**config.mk**
```make
export PLATFORM = sky130hd
export DESIGN_NAME = cmie_exec
export DESIGN_NICKNAME = d
export VERILOG_FILES = /design/src/cmie_exec.v /design/src/cmie_qgen.v
export VERILOG_INCLUDE_DIRS = /design/src
export SDC_FILE = /design/constraint.sdc
export NUM_CORES = 1
export LEC_CHECK = 0
export BUFFER_PORTS_ARGS = -buffer_cell sky130_fd_sc_hd__buf_2
export CAP_MARGIN = 20
export CORE_UTILIZATION = 50
export CTS_BUF_LIST = sky130_fd_sc_hd__clkbuf_16
export DETAILED_ROUTE_END_ITERATION = 8
export PLACE_DENSITY = 0.8
export SLEW_MARGIN = 20
export SYNTH_ARGS = -nofsm -noshare
export SYNTH_HDL_FRONTEND = slang
export SYNTH_SLANG_ARGS = --single-unit
```
**constraint.sdc**
```tcl
create_clock -name i_mclk -period 2.2 [get_ports i_mclk]
set_clock_uncertainty 0.2 [all_clocks]
set_input_delay 0.22 -clock i_mclk [delete_from_list [all_inputs] [get_ports i_mclk]]
set_output_delay 0.22 -clock i_mclk [all_outputs]
set_load 0.01 [all_outputs]
```
**src/cmie_consts.vh**
```
// Constants for the miscellaneous instruction execution block
`ifndef CMIE_CONSTS_VH
`define CMIE_CONSTS_VH
`define CMIE_OPC_W 14
`define CMIE_DAT_W 8
`define CMIE_FA_W 7
`define CMIE_PC_W 13
`define CMIE_MOVE_ACC_MASK 14'h3F80
`define CMIE_MOVE_ACC_VAL 14'h0080
`define CMIE_NOP_MASK 14'h3F9F
`define CMIE_NOP_VAL 14'h0000
`define CMIE_OPTLD_VAL 14'h0062
`define CMIE_RETI_VAL 14'h0009
`define CMIE_OPTION_ADDR 7'h01
`define CMIE_OPTION_RST 8'hFF
`define CMIE_IRQ_EN_BIT 7
`define CMIE_Q1 4'h1
`define CMIE_Q2 4'h2
`define CMIE_Q3 4'h4
`define CMIE_Q4 4'h8
`endif

```
**src/cmie_exec.v**
```verilog
// Execution of data move, no-op, option load and return from interrupt
// Summary of operation
// - No-op changes no register, flag or memory
// - No-op: one word, one cycle, Q1 decode
// - Option load copies accumulator, flags untouched
// - Option register also directly file addressable
// - Return pops stack, sets irq enable, 2 cycles
`timescale 1ns/1ps
`default_nettype none
`include "cmie_consts.vh"
module cmie_exec #(
    parameter OPC_W = `CMIE_OPC_W,
    parameter DAT_W = `CMIE_DAT_W
) (
    input wire i_mclk,
    input wire i_rst,
    input wire [OPC_W-1:0] i_instr,
    input wire [DAT_W-1:0] i_acc,
    input wire [`CMIE_PC_W-1:0] i_stack_top_entry,
    input wire [DAT_W-1:0] i_irq_control_reg,
    output wire [3:0] o_q,
    output reg o_fetch,
    output reg o_file_we,
    output reg [`CMIE_FA_W-1:0] o_file_addr,
    output reg [DAT_W-1:0] o_file_wdata,
    output reg o_stack_pop,
    output reg o_pc_load,
    output reg [`CMIE_PC_W-1:0] o_pc_value,
    output reg o_irqc_we,
    output reg [DAT_W-1:0] o_irqc_wdata,
    output reg [DAT_W-1:0] o_option,
    output reg o_status_we,
    output reg o_illegal
);
    // ****************************************
    // Timing of one instruction cycle
    // ****************************************
    // One instruction cycle is four clocks, one per quarter phase.
    // Edge at Q1: the offered word is latched into the instruction register.
    // Edge at Q2: nothing happens for the instructions handled here.
    // Edge at Q3: a return writes the control register with its enable set.
    // Edge at Q4: moves, option loads and the stack pop take effect.
    // All strobes are registered, so each one shows for the clock after
    // the edge that launches it and is gone again one clock later.
    // A return owns a second cycle in which the prefetched word is dropped;
    // the fetch request at the end of its first cycle is held back so the
    // program side does not waste a fetch on a word nobody will execute.
    // Limitation: the block trusts the program side to hold the word at the
    // Q1 edge; there is no handshake on the instruction input.

    // ****************************************
    // Phase and decode
    // ****************************************
    // Cycle states, one-hot: a normal execute cycle, or the dead
    // second cycle of a return
    localparam ST_EXEC = 2'b01;
    localparam ST_FLUSH = 2'b10;
    reg [1:0] state_r;
    reg [OPC_W-1:0] ir_r;

    // Quarter phase strobes from the one-hot phase counter
    wire q1 = (o_q == `CMIE_Q1);
    wire q3 = (o_q == `CMIE_Q3);
    wire q4 = (o_q == `CMIE_Q4);
    wire is_execute = (state_r == ST_EXEC);

    // Opcode matches; the no-op ignores its two don't-care bits
    wire dec_move_acc = ((ir_r & `CMIE_MOVE_ACC_MASK) == `CMIE_MOVE_ACC_VAL);
    wire dec_nop = ((ir_r & `CMIE_NOP_MASK) == `CMIE_NOP_VAL);
    wire dec_optld = (ir_r == `CMIE_OPTLD_VAL);
    wire dec_reti = (ir_r == `CMIE_RETI_VAL);
    wire dec_known = dec_move_acc || dec_nop || dec_optld || dec_reti;

    // Qualified action strobes, each gated by the quarter in which its work is done
    wire do_irq_enable = is_execute && q3 && dec_reti;
    wire do_pop = is_execute && q4 && dec_reti;
    wire do_move = is_execute && q4 && dec_move_acc;
    wire do_optld = is_execute && q4 && dec_optld;
    wire do_illegal = is_execute && q4 && !dec_known;
    wire move_hits_option = (ir_r[`CMIE_FA_W-1:0] == `CMIE_OPTION_ADDR);

    // Enable bit mask, built at the data width
    wire [DAT_W-1:0] irq_en_mask = {{(DAT_W-1){1'b0}}, 1'b1} << `CMIE_IRQ_EN_BIT;

    cmie_qgen u_qgen (
        .i_mclk(i_mclk),
        .i_rst(i_rst),
        .o_q(o_q)
    );

    // ****************************************
    // Instruction register and cycle sequencing
    // ****************************************
    // The state moves only on the Q4 edge, so a cycle never changes
    // its kind half way through its quarters
    always @(posedge i_mclk) begin
        if (i_rst) begin
            state_r <= ST_EXEC;
        end else if (q4) begin
            case (state_r)
                ST_EXEC: begin
                    state_r <= dec_reti ? ST_FLUSH : ST_EXEC;
                end
                ST_FLUSH: begin
                    state_r <= ST_EXEC;
                end
                default: begin
                    state_r <= ST_EXEC;
                end
            endcase
        end
    end

    // Word is latched at Q1; in the flush cycle the prefetched word is
    // replaced by a no-op, so it can never write or flag anything
    always @(posedge i_mclk) begin
        if (i_rst) begin
            ir_r <= {OPC_W{1'b0}};
        end else if (q1) begin
            ir_r <= (state_r == ST_FLUSH) ? `CMIE_NOP_VAL : i_instr;
        end
    end

    // ****************************************
    // Fetch request
    // ****************************************
    // The next word is asked for at the end of each cycle, except at the
    // end of a return's first cycle, whose following word is thrown away
    always @(posedge i_mclk) begin
        if (i_rst) begin
            o_fetch <= 1'b0;
        end else begin
            o_fetch <= q4 && !(is_execute && dec_reti);
        end
    end

    // ****************************************
    // File register write
    // ****************************************
    // Strobe is one clock wide; address and data hold until the next move
    always @(posedge i_mclk) begin
        if (i_rst) begin
            o_file_we <= 1'b0;
            o_file_addr <= {`CMIE_FA_W{1'b0}};
            o_file_wdata <= {DAT_W{1'b0}};
        end else begin
            o_file_we <= do_move;
            if (do_move) begin
                o_file_addr <= ir_r[`CMIE_FA_W-1:0];
                o_file_wdata <= i_acc;
            end
        end
    end

    // ****************************************
    // Option register
    // ****************************************
    // Two ways in: a move aimed at its file address, or the old dedicated
    // load; both land on Q4 of different words, so they never collide
    always @(posedge i_mclk) begin
        if (i_rst) begin
            o_option <= `CMIE_OPTION_RST;
        end else if (do_move && move_hits_option) begin
            o_option <= i_acc;
        end else if (do_optld) begin
            o_option <= i_acc;
        end
    end

    // ****************************************
    // Interrupt control write
    // ****************************************
    // Only the enable bit is set; the other bits are written back as read
    // at Q3, so a flag raised in the same quarter can still be lost
    always @(posedge i_mclk) begin
        if (i_rst) begin
            o_irqc_we <= 1'b0;
            o_irqc_wdata <= {DAT_W{1'b0}};
        end else begin
            o_irqc_we <= do_irq_enable;
            if (do_irq_enable) begin
                o_irqc_wdata <= i_irq_control_reg | irq_en_mask;
            end
        end
    end

    // ****************************************
    // Stack pop and program counter load
    // ****************************************
    // Pop and load travel together so the counter never takes a stale top
    always @(posedge i_mclk) begin
        if (i_rst) begin
            o_stack_pop <= 1'b0;
            o_pc_load <= 1'b0;
            o_pc_value <= {`CMIE_PC_W{1'b0}};
        end else begin
            o_stack_pop <= do_pop;
            o_pc_load <= do_pop;
            if (do_pop) begin
                o_pc_value <= i_stack_top_entry;
            end
        end
    end

    // ****************************************
    // Status and unknown words
    // ****************************************
    // None of these instructions changes a flag, so the status strobe
    // stays low; unknown words are flagged, never executed
    always @(posedge i_mclk) begin
        if (i_rst) begin
            o_status_we <= 1'b0;
            o_illegal <= 1'b0;
        end else begin
            o_status_we <= 1'b0;
            o_illegal <= do_illegal;
        end
    end
endmodule // cmie_exec
`default_nettype wire

```
**src/cmie_qgen.v**
```verilog
// Quarter phase generator for the instruction cycle
`timescale 1ns/1ps
`default_nettype none
module cmie_qgen (
    input wire i_mclk,
    input wire i_rst,
    output reg [3:0] o_q
);
    // One-hot rotation Q1..Q4, one quarter per clock
    always @(posedge i_mclk) begin
        if (i_rst) begin
            o_q <= 4'h1;
        end else begin
            o_q <= {o_q[2:0], o_q[3]};
        end
    end
endmodule // cmie_qgen
`default_nettype wire

```
==> results.yml, run 1 <==
placed_design:
  gp_congestion: 0.7303
  io_buffer_count: 97
  dpl_cell_area_mm2: 0.003462
  dp_hpwl_um: 4204
  dp_cells: 460
synthesis:
  async_flop_share: 0
  syn_area_mm2: 0.002905
  avgSynthCellArea_um2: 9.463
  seq_area_frac_synth: 0.4755
  ys_ff_latch: 69
  syn_inst: 307
  synth-edff-count: 0
  synthesis.nets: 352
  synth-main-ff-cell: "dfxtp_1"
  ys_types: 32
  yosysWarnings: 0
cells_and_area:
  layout_commonest_cell: "buf_2"
  fin_cells: 518
  fillCellCount: 414
  area_growth_pct: 44.75
  num-nets-final: 486
  utilization: 0.7590
  layout_common_cells: "buf_2, dfxtp_1, nand2b_1, dlygate4sd3_1, mux2i_1"
  drive_gt1_frac: 0.3251
  diodes: 0
  fin_area_mm2: 0.004205
worst_setup_path:
  worst_ep_arrival_time_ns: 2.07
  required_ns: 2.17
  crit_fanout: 22
  cp_slowest_stage_delay_ns: 0.57
  worstSetupPathType: "reg2reg"
  cp_num_buf_inv: 1
  crit_family: "simple AND/OR/NAND/NOR gates"
  cp-start-kind: "flip-flop"
  path_cells: "or4_4 -> and4bb_2 -> buf_4 -> a21bo_2 -> a21oi_1"
  endpoint_kind: "flip-flop"
  cp_slowest_cell: "or4_4"
global_routing:
  grt_pass1_vias: 2582
  grt_pass1_wl_um: 11840
  grt-ovfl-total: 0
  antenna_found_initial: 0
  grtUsageTotal: 0.2511
  grt_max_degree: 41
  grt-busiest-layer: "met2"
  use_met3: 0.05698
  grtUsageMet2: 0.4281
  globalRouteMet1Util: 0.2945
sta:
  period_share: 0.9551
  tightest_slew_ns: 0.6965
  fin_setup_tns_ns: 0
  hold_ws_ns: 0.2439
  rsz0062_at_grt: "no"
  max_freq_mhz: 475.9
  slew_headroom: 0.5357
  fin_crit_ns: 2.101
  slew_viol_final: 0
  finalHoldViolCount: 0
  setup_viol: 0
floorplanning:
  die_x_um: 78.23
  pin_count: 100
  die_h_um: 78.23
  dieArea_mm2: 0.006119
  rows: 27
  start_util: 0.5244
  core_mm2: 0.005540
route:
  drt-pass1-iter-count: 4
  antenna_left: 0
  viasPerCell: 5.085
  num_vias: 2634
  drt_wl_total_um: 7249
  first_iter_violations: 95
  avgRoutedWirePerCell_um: 13.99
  route.detailed.drc: 0
cts:
  clock-sinks: 69
  cts_resized: 0
  clkTransAtPathRegs_ns: 0.06
  cts_buffers: 9
  clock-root-buffer: "clkbuf_16"
  cts_setup_buffers: 0
  worst_skew_pair.late_latency_ns: 0.32
  hold_buffers: 42
  clockBufferDepth: 2
  htree_num_levels: 3
  cts_tree: "yes"
pwr:
  cellLeakagePower_nw: 1.751
  power_density_mw_per_mm2: 727.0
  irDropWorstVdd_uv: 607.3
flow_run:
  max_cap_violations: 0
status:
  run_status: "finished clean"
worst_hold_path:
  hold_class: "reg2reg"
## cells by family (layout without fill, tap and decap cells)
| kind of cell | count (synthesis) | count (layout) | synth area share |
|---|---|---|---|
| simple gates | 134 | 134 | 0.2636 |
| flops | 69 | 69 | 0.4755 |
| compound gates | 47 | 47 | 0.1090 |
| mux | 30 | 30 | 0.1034 |
| buf+inv | 26 | 165 | 0.04737 |
| other cells | 1 | 1 | 0.001291 |
## state kept, by name, summed over array words and instances (netlist names), 2 cells and up
signal	count
o_option	8
o_file_wdata	8
o_file_addr	7
state_r	2
o_pc_value	13
ir_r	14
o_irqc_wdata	8
u_qgen.o_q	4
## per-layer routing
metal  routed length, um  vias to the layer above
li1                    -                     1313
met1                3150                     1213
met2                3481                       91
met3                 427                       17
met4                 190                        0
met5                   0                        -
## per-stage QoR
step / setup WS, ns / total power (W)
after floorplan: 0.2749 / 0.001424
after global placement: 0.1874 / 0.001491
after detailed placement: 0.1404 / 0.001495
after CTS: 0.1314 / 0.003079
after global routing: 0.01489 / 0.003170
final: 0.09880 / 0.003057
## worst reg2reg max path: stages (launching register included)
cell and delay [ns]:
dfxtp_1 0.31, or4_4 0.57, and4bb_2 0.35, buf_4 0.26
a21bo_2 0.18, a21oi_1 0.08
## final timing paths
path                 start        endpoint  slack [ns]  depth (start not counted)
setup / recovery   ir_r[9]  o_pc_value[10]         0.1                          5
hold / removal    ir_r[13]        ir_r[13]        0.24                          2
setup reg to reg   ir_r[9]  o_pc_value[10]         0.1                          5
hold reg to reg   ir_r[13]        ir_r[13]        0.24                          2
## cells in the mapped netlist, types with 2 or more instances
cell | number | area share
nand3_1 | 27 | 0.047
mux2i_1 | 30 | 0.10
a21bo_2 | 13 | 0.045
and3_1 | 2 | 0.0043
nand2_1 | 18 | 0.023
or2_2 | 2 | 0.0043
nor4b_1 | 6 | 0.018
nand2b_1 | 46 | 0.099
buf_2 | 2 | 0.0034
dfxtp_1 | 69 | 0.48
or4b_2 | 2 | 0.0069
a21oi_1 | 28 | 0.048
buf_6 | 3 | 0.012
nor2_1 | 18 | 0.023
buf_4 | 4 | 0.010
clkbuf_1 | 16 | 0.021
nor2b_1 | 6 | 0.013
## report_power, final
part | internal [W] | switching (W) | total [W]
Combinational | 0.000138 | 0.000102 | 0.000240
Sequential | 0.00127 | 0.0000210 | 0.00129
Clock | 0.000994 | 0.000532 | 0.00153
Total | 0.00240 | 0.000654 | 0.00306
## area by class of cell
cell class	instances	area [um^2]	area share
tap	72	90.09	0.02142
clock inverter	7	97.59	0.02321
sequential	69	1381	0.3285
multi-input combinational	212	1393	0.3312
clock buffer	9	225.2	0.05356
timing repair buffer	149	1018	0.2422
Note: power is estimated with default switching activity, not from simulation.
==> run 2: changes to the inputs <==
Settings changed: PLACE_DENSITY 0.8 to 0.84.
==> run 2 against run 1 <==
Compared with the run above:
- worst setup slack gained 0.041 ns
- sequential power is essentially flat
- non-clock buffer count is the same
- wire length shrank 1.8%
- cell count shrank 0.19%
- register-to-register slack gained 0.04 ns
- first-iteration DRC count shrank 12%
- critical path depth is the same
- clock power shrank 20%
- global-route usage shrank 0.84 points
==> results.yml, run 2 (same netlist as run 1, synthesis figures left out) <==
route:
  antenna_left: 0
  drt-pass1-iter-count: 4
  avgRoutedWirePerCell_um: 13.77
  viasPerCell: 5.041
  first_iter_violations: 84
  num_vias: 2606
  drt_wl_total_um: 7121
  route.detailed.drc: 0
worst_setup_path:
  required_ns: 2.24
  r2r_slack_ns: 0.14
  worst_ep_arrival_time_ns: 2.10
  cp-startpoint: "ir_r[9]"
  path_cells: "or4_4 -> and4bb_2 -> buf_4 -> nand3_1 -> a21oi_1"
  cp_slowest_stage_delay_ns: 0.56
  cp_slowest_cell: "or4_4"
  worstRegToRegCells: 5
  crit_fanout: 18
  reg2reg_from: "ir_r[9]"
  crit_cells: 5
  crit_family: "simple AND/OR/NAND/NOR gates"
  endpoint_kind: "flip-flop"
  worstSetupPathType: "reg2reg"
  cp-start-kind: "flip-flop"
  reg2reg_to: "o_pc_value[9]"
  cp_num_buf_inv: 1
cells_and_area:
  layout_common_cells: "buf_2, dfxtp_1, nand2b_1, dlygate4sd3_1, mux2i_1"
  area_growth_pct: 41.82
  layout_commonest_cell: "buf_2"
  seq_area_mm2: 0.001381
  num-nets-final: 486
  multiInputGateArea_mm2: 0.001393
  top_register: "ir_r"
  utilization: 0.7437
  largest_reg_flops: 14
  diodes: 0
  reg_top3: "ir_r (14), o_pc_value (13)"
  drive_gt1_frac: 0.3146
  fillCellCount: 402
cts:
  cts_buffers: 9
  clock-sinks: 69
  clkTransAtPathRegs_ns: 0.05
  clock-root-buffer: "clkbuf_16"
  cts_setup_buffers: 0
  htree_num_levels: 3
  cts_resized: 0
  clockBufferDepth: 2
  worst_skew_pair.late_latency_ns: 0.32
  cts_tree: "yes"
floorplanning:
  die_x_um: 78.23
  rows: 27
  start_util: 0.5244
  core_mm2: 0.005540
  pin_count: 100
  die_h_um: 78.23
  dieArea_mm2: 0.006119
sta:
  fin_setup_tns_ns: 0
  slew_viol_final: 0
  finalHoldViolCount: 0
  period_share: 0.9364
  rsz0062_at_grt: "no"
  tightest_slew_ns: 0.5605
  setup_viol: 0
  max_freq_mhz: 485.4
  slew_headroom: 0.6263
  fin_crit_ns: 2.060
global_routing:
  grt_max_degree: 36
  grt_pass1_wl_um: 11390
  grtUsageTotal: 0.2427
  grt-ovfl-total: 0
  antenna_found_initial: 0
  grt_pass1_vias: 2526
worst_hold_path:
  hold_class: "in2reg"
  hold_start: "i_rst"
  min_to: "o_pc_load"
  hold_path_depth: 2
pwr:
  total_power_w: 0.002746
  power_density_mw_per_mm2: 666.4
  irDropWorstVdd_uv: 478.6
  cellLeakagePower_nw: 1.731
placed_design:
  io_buffer_count: 97
  gp_congestion: 0.7259
  dp_hpwl_um: 4315
flow_run:
  max_cap_violations: 0
status:
  run_status: "finished clean"
==> run 2: changes by cell type in the layout (fill, tap and decap cells not counted) <==
cell	previous run	this run
clkinv_2	1	2
buf_4	7	8
clkinv_1	0	1
clkinvlp_4	2	0
inv_6	1	0
clkinv_4	1	0
buf_12	3	2
bufinv_16	2	0
inv_1	0	3
==> run 2: layout make-up <==
cell class / count / share of cell area
clock buffers: 9 / 0.05466
clock inverters: 6 / 0.006073
multi-input cells: 212 / 0.3380
flip-flops and latches: 69 / 0.3353
well taps: 72 / 0.02186
repair buffers: 149 / 0.2442
==> run 2: worst max-delay path by stage <==
stage / to / slack (ns)
floorplan: o_file_addr[0] / 0.27
global placement: o_irqc_wdata[1] / 0.20
detailed placement: o_irqc_wdata[4] / 0.14
CTS: o_irqc_wdata[6] / 0.11
global route: o_irqc_wdata[5] / 0.05
finish: o_pc_value[9] / 0.14
==> run 2: worst reg2reg max path, delay by kind of cell, from the launching register on <==
| family | cells | cell delay (ns) |
|---|---|---|
| AOI/OAI and AO/OA | 1 | 0.19 |
| buffers and inverters | 1 | 0.23 |
| DFF | 1 | 0.31 |
| and+or+nand+nor | 3 | 1.04 |
==> run 2: per-layer routing <==
| layer | routed length (um) | share of wire | global-route usage |
|---|---|---|---|
| met2 | 3635 | 0.51 | 0.4333 |
| met5 | 0 | 0 | 0 |
| met3 | 369 | 0.052 | 0.06163 |
| met4 | 170 | 0.024 | 0.1296 |
| met1 | 2946 | 0.41 | 0.2619 |
==> run 2: metrics by stage <==
step                      worst slack (ns)  cell area (um^2)  std cells  hold WS, ns
after floorplan                     0.2749              2905        307       0.1675
after global placement              0.1989              3450        460       0.2348
after detailed placement            0.1446              3450        460       0.2440
after CTS                           0.1105              4120        517       0.1850
after global routing               0.05467              4120        517       0.2157
final                               0.1399              4120        517       0.1873
==> run 2: timing repair <==
item                                    in CTS  in global routing
hold endpoints to repair                    48                  0
endpoints found under the setup margin       0                  0
hold buffers                                42                  0
==> run 2: report_power, final <==
group / switching [W] / leakage, nW / internal [W] / total [W]
logic: 0.0000994 / 1.04 / 0.000135 / 0.000235
registers: 0.0000201 / 0.559 / 0.00127 / 0.00129
clock network: 0.000485 / 0.136 / 0.000734 / 0.00122
total: 0.000605 / 1.73 / 0.00214 / 0.00275
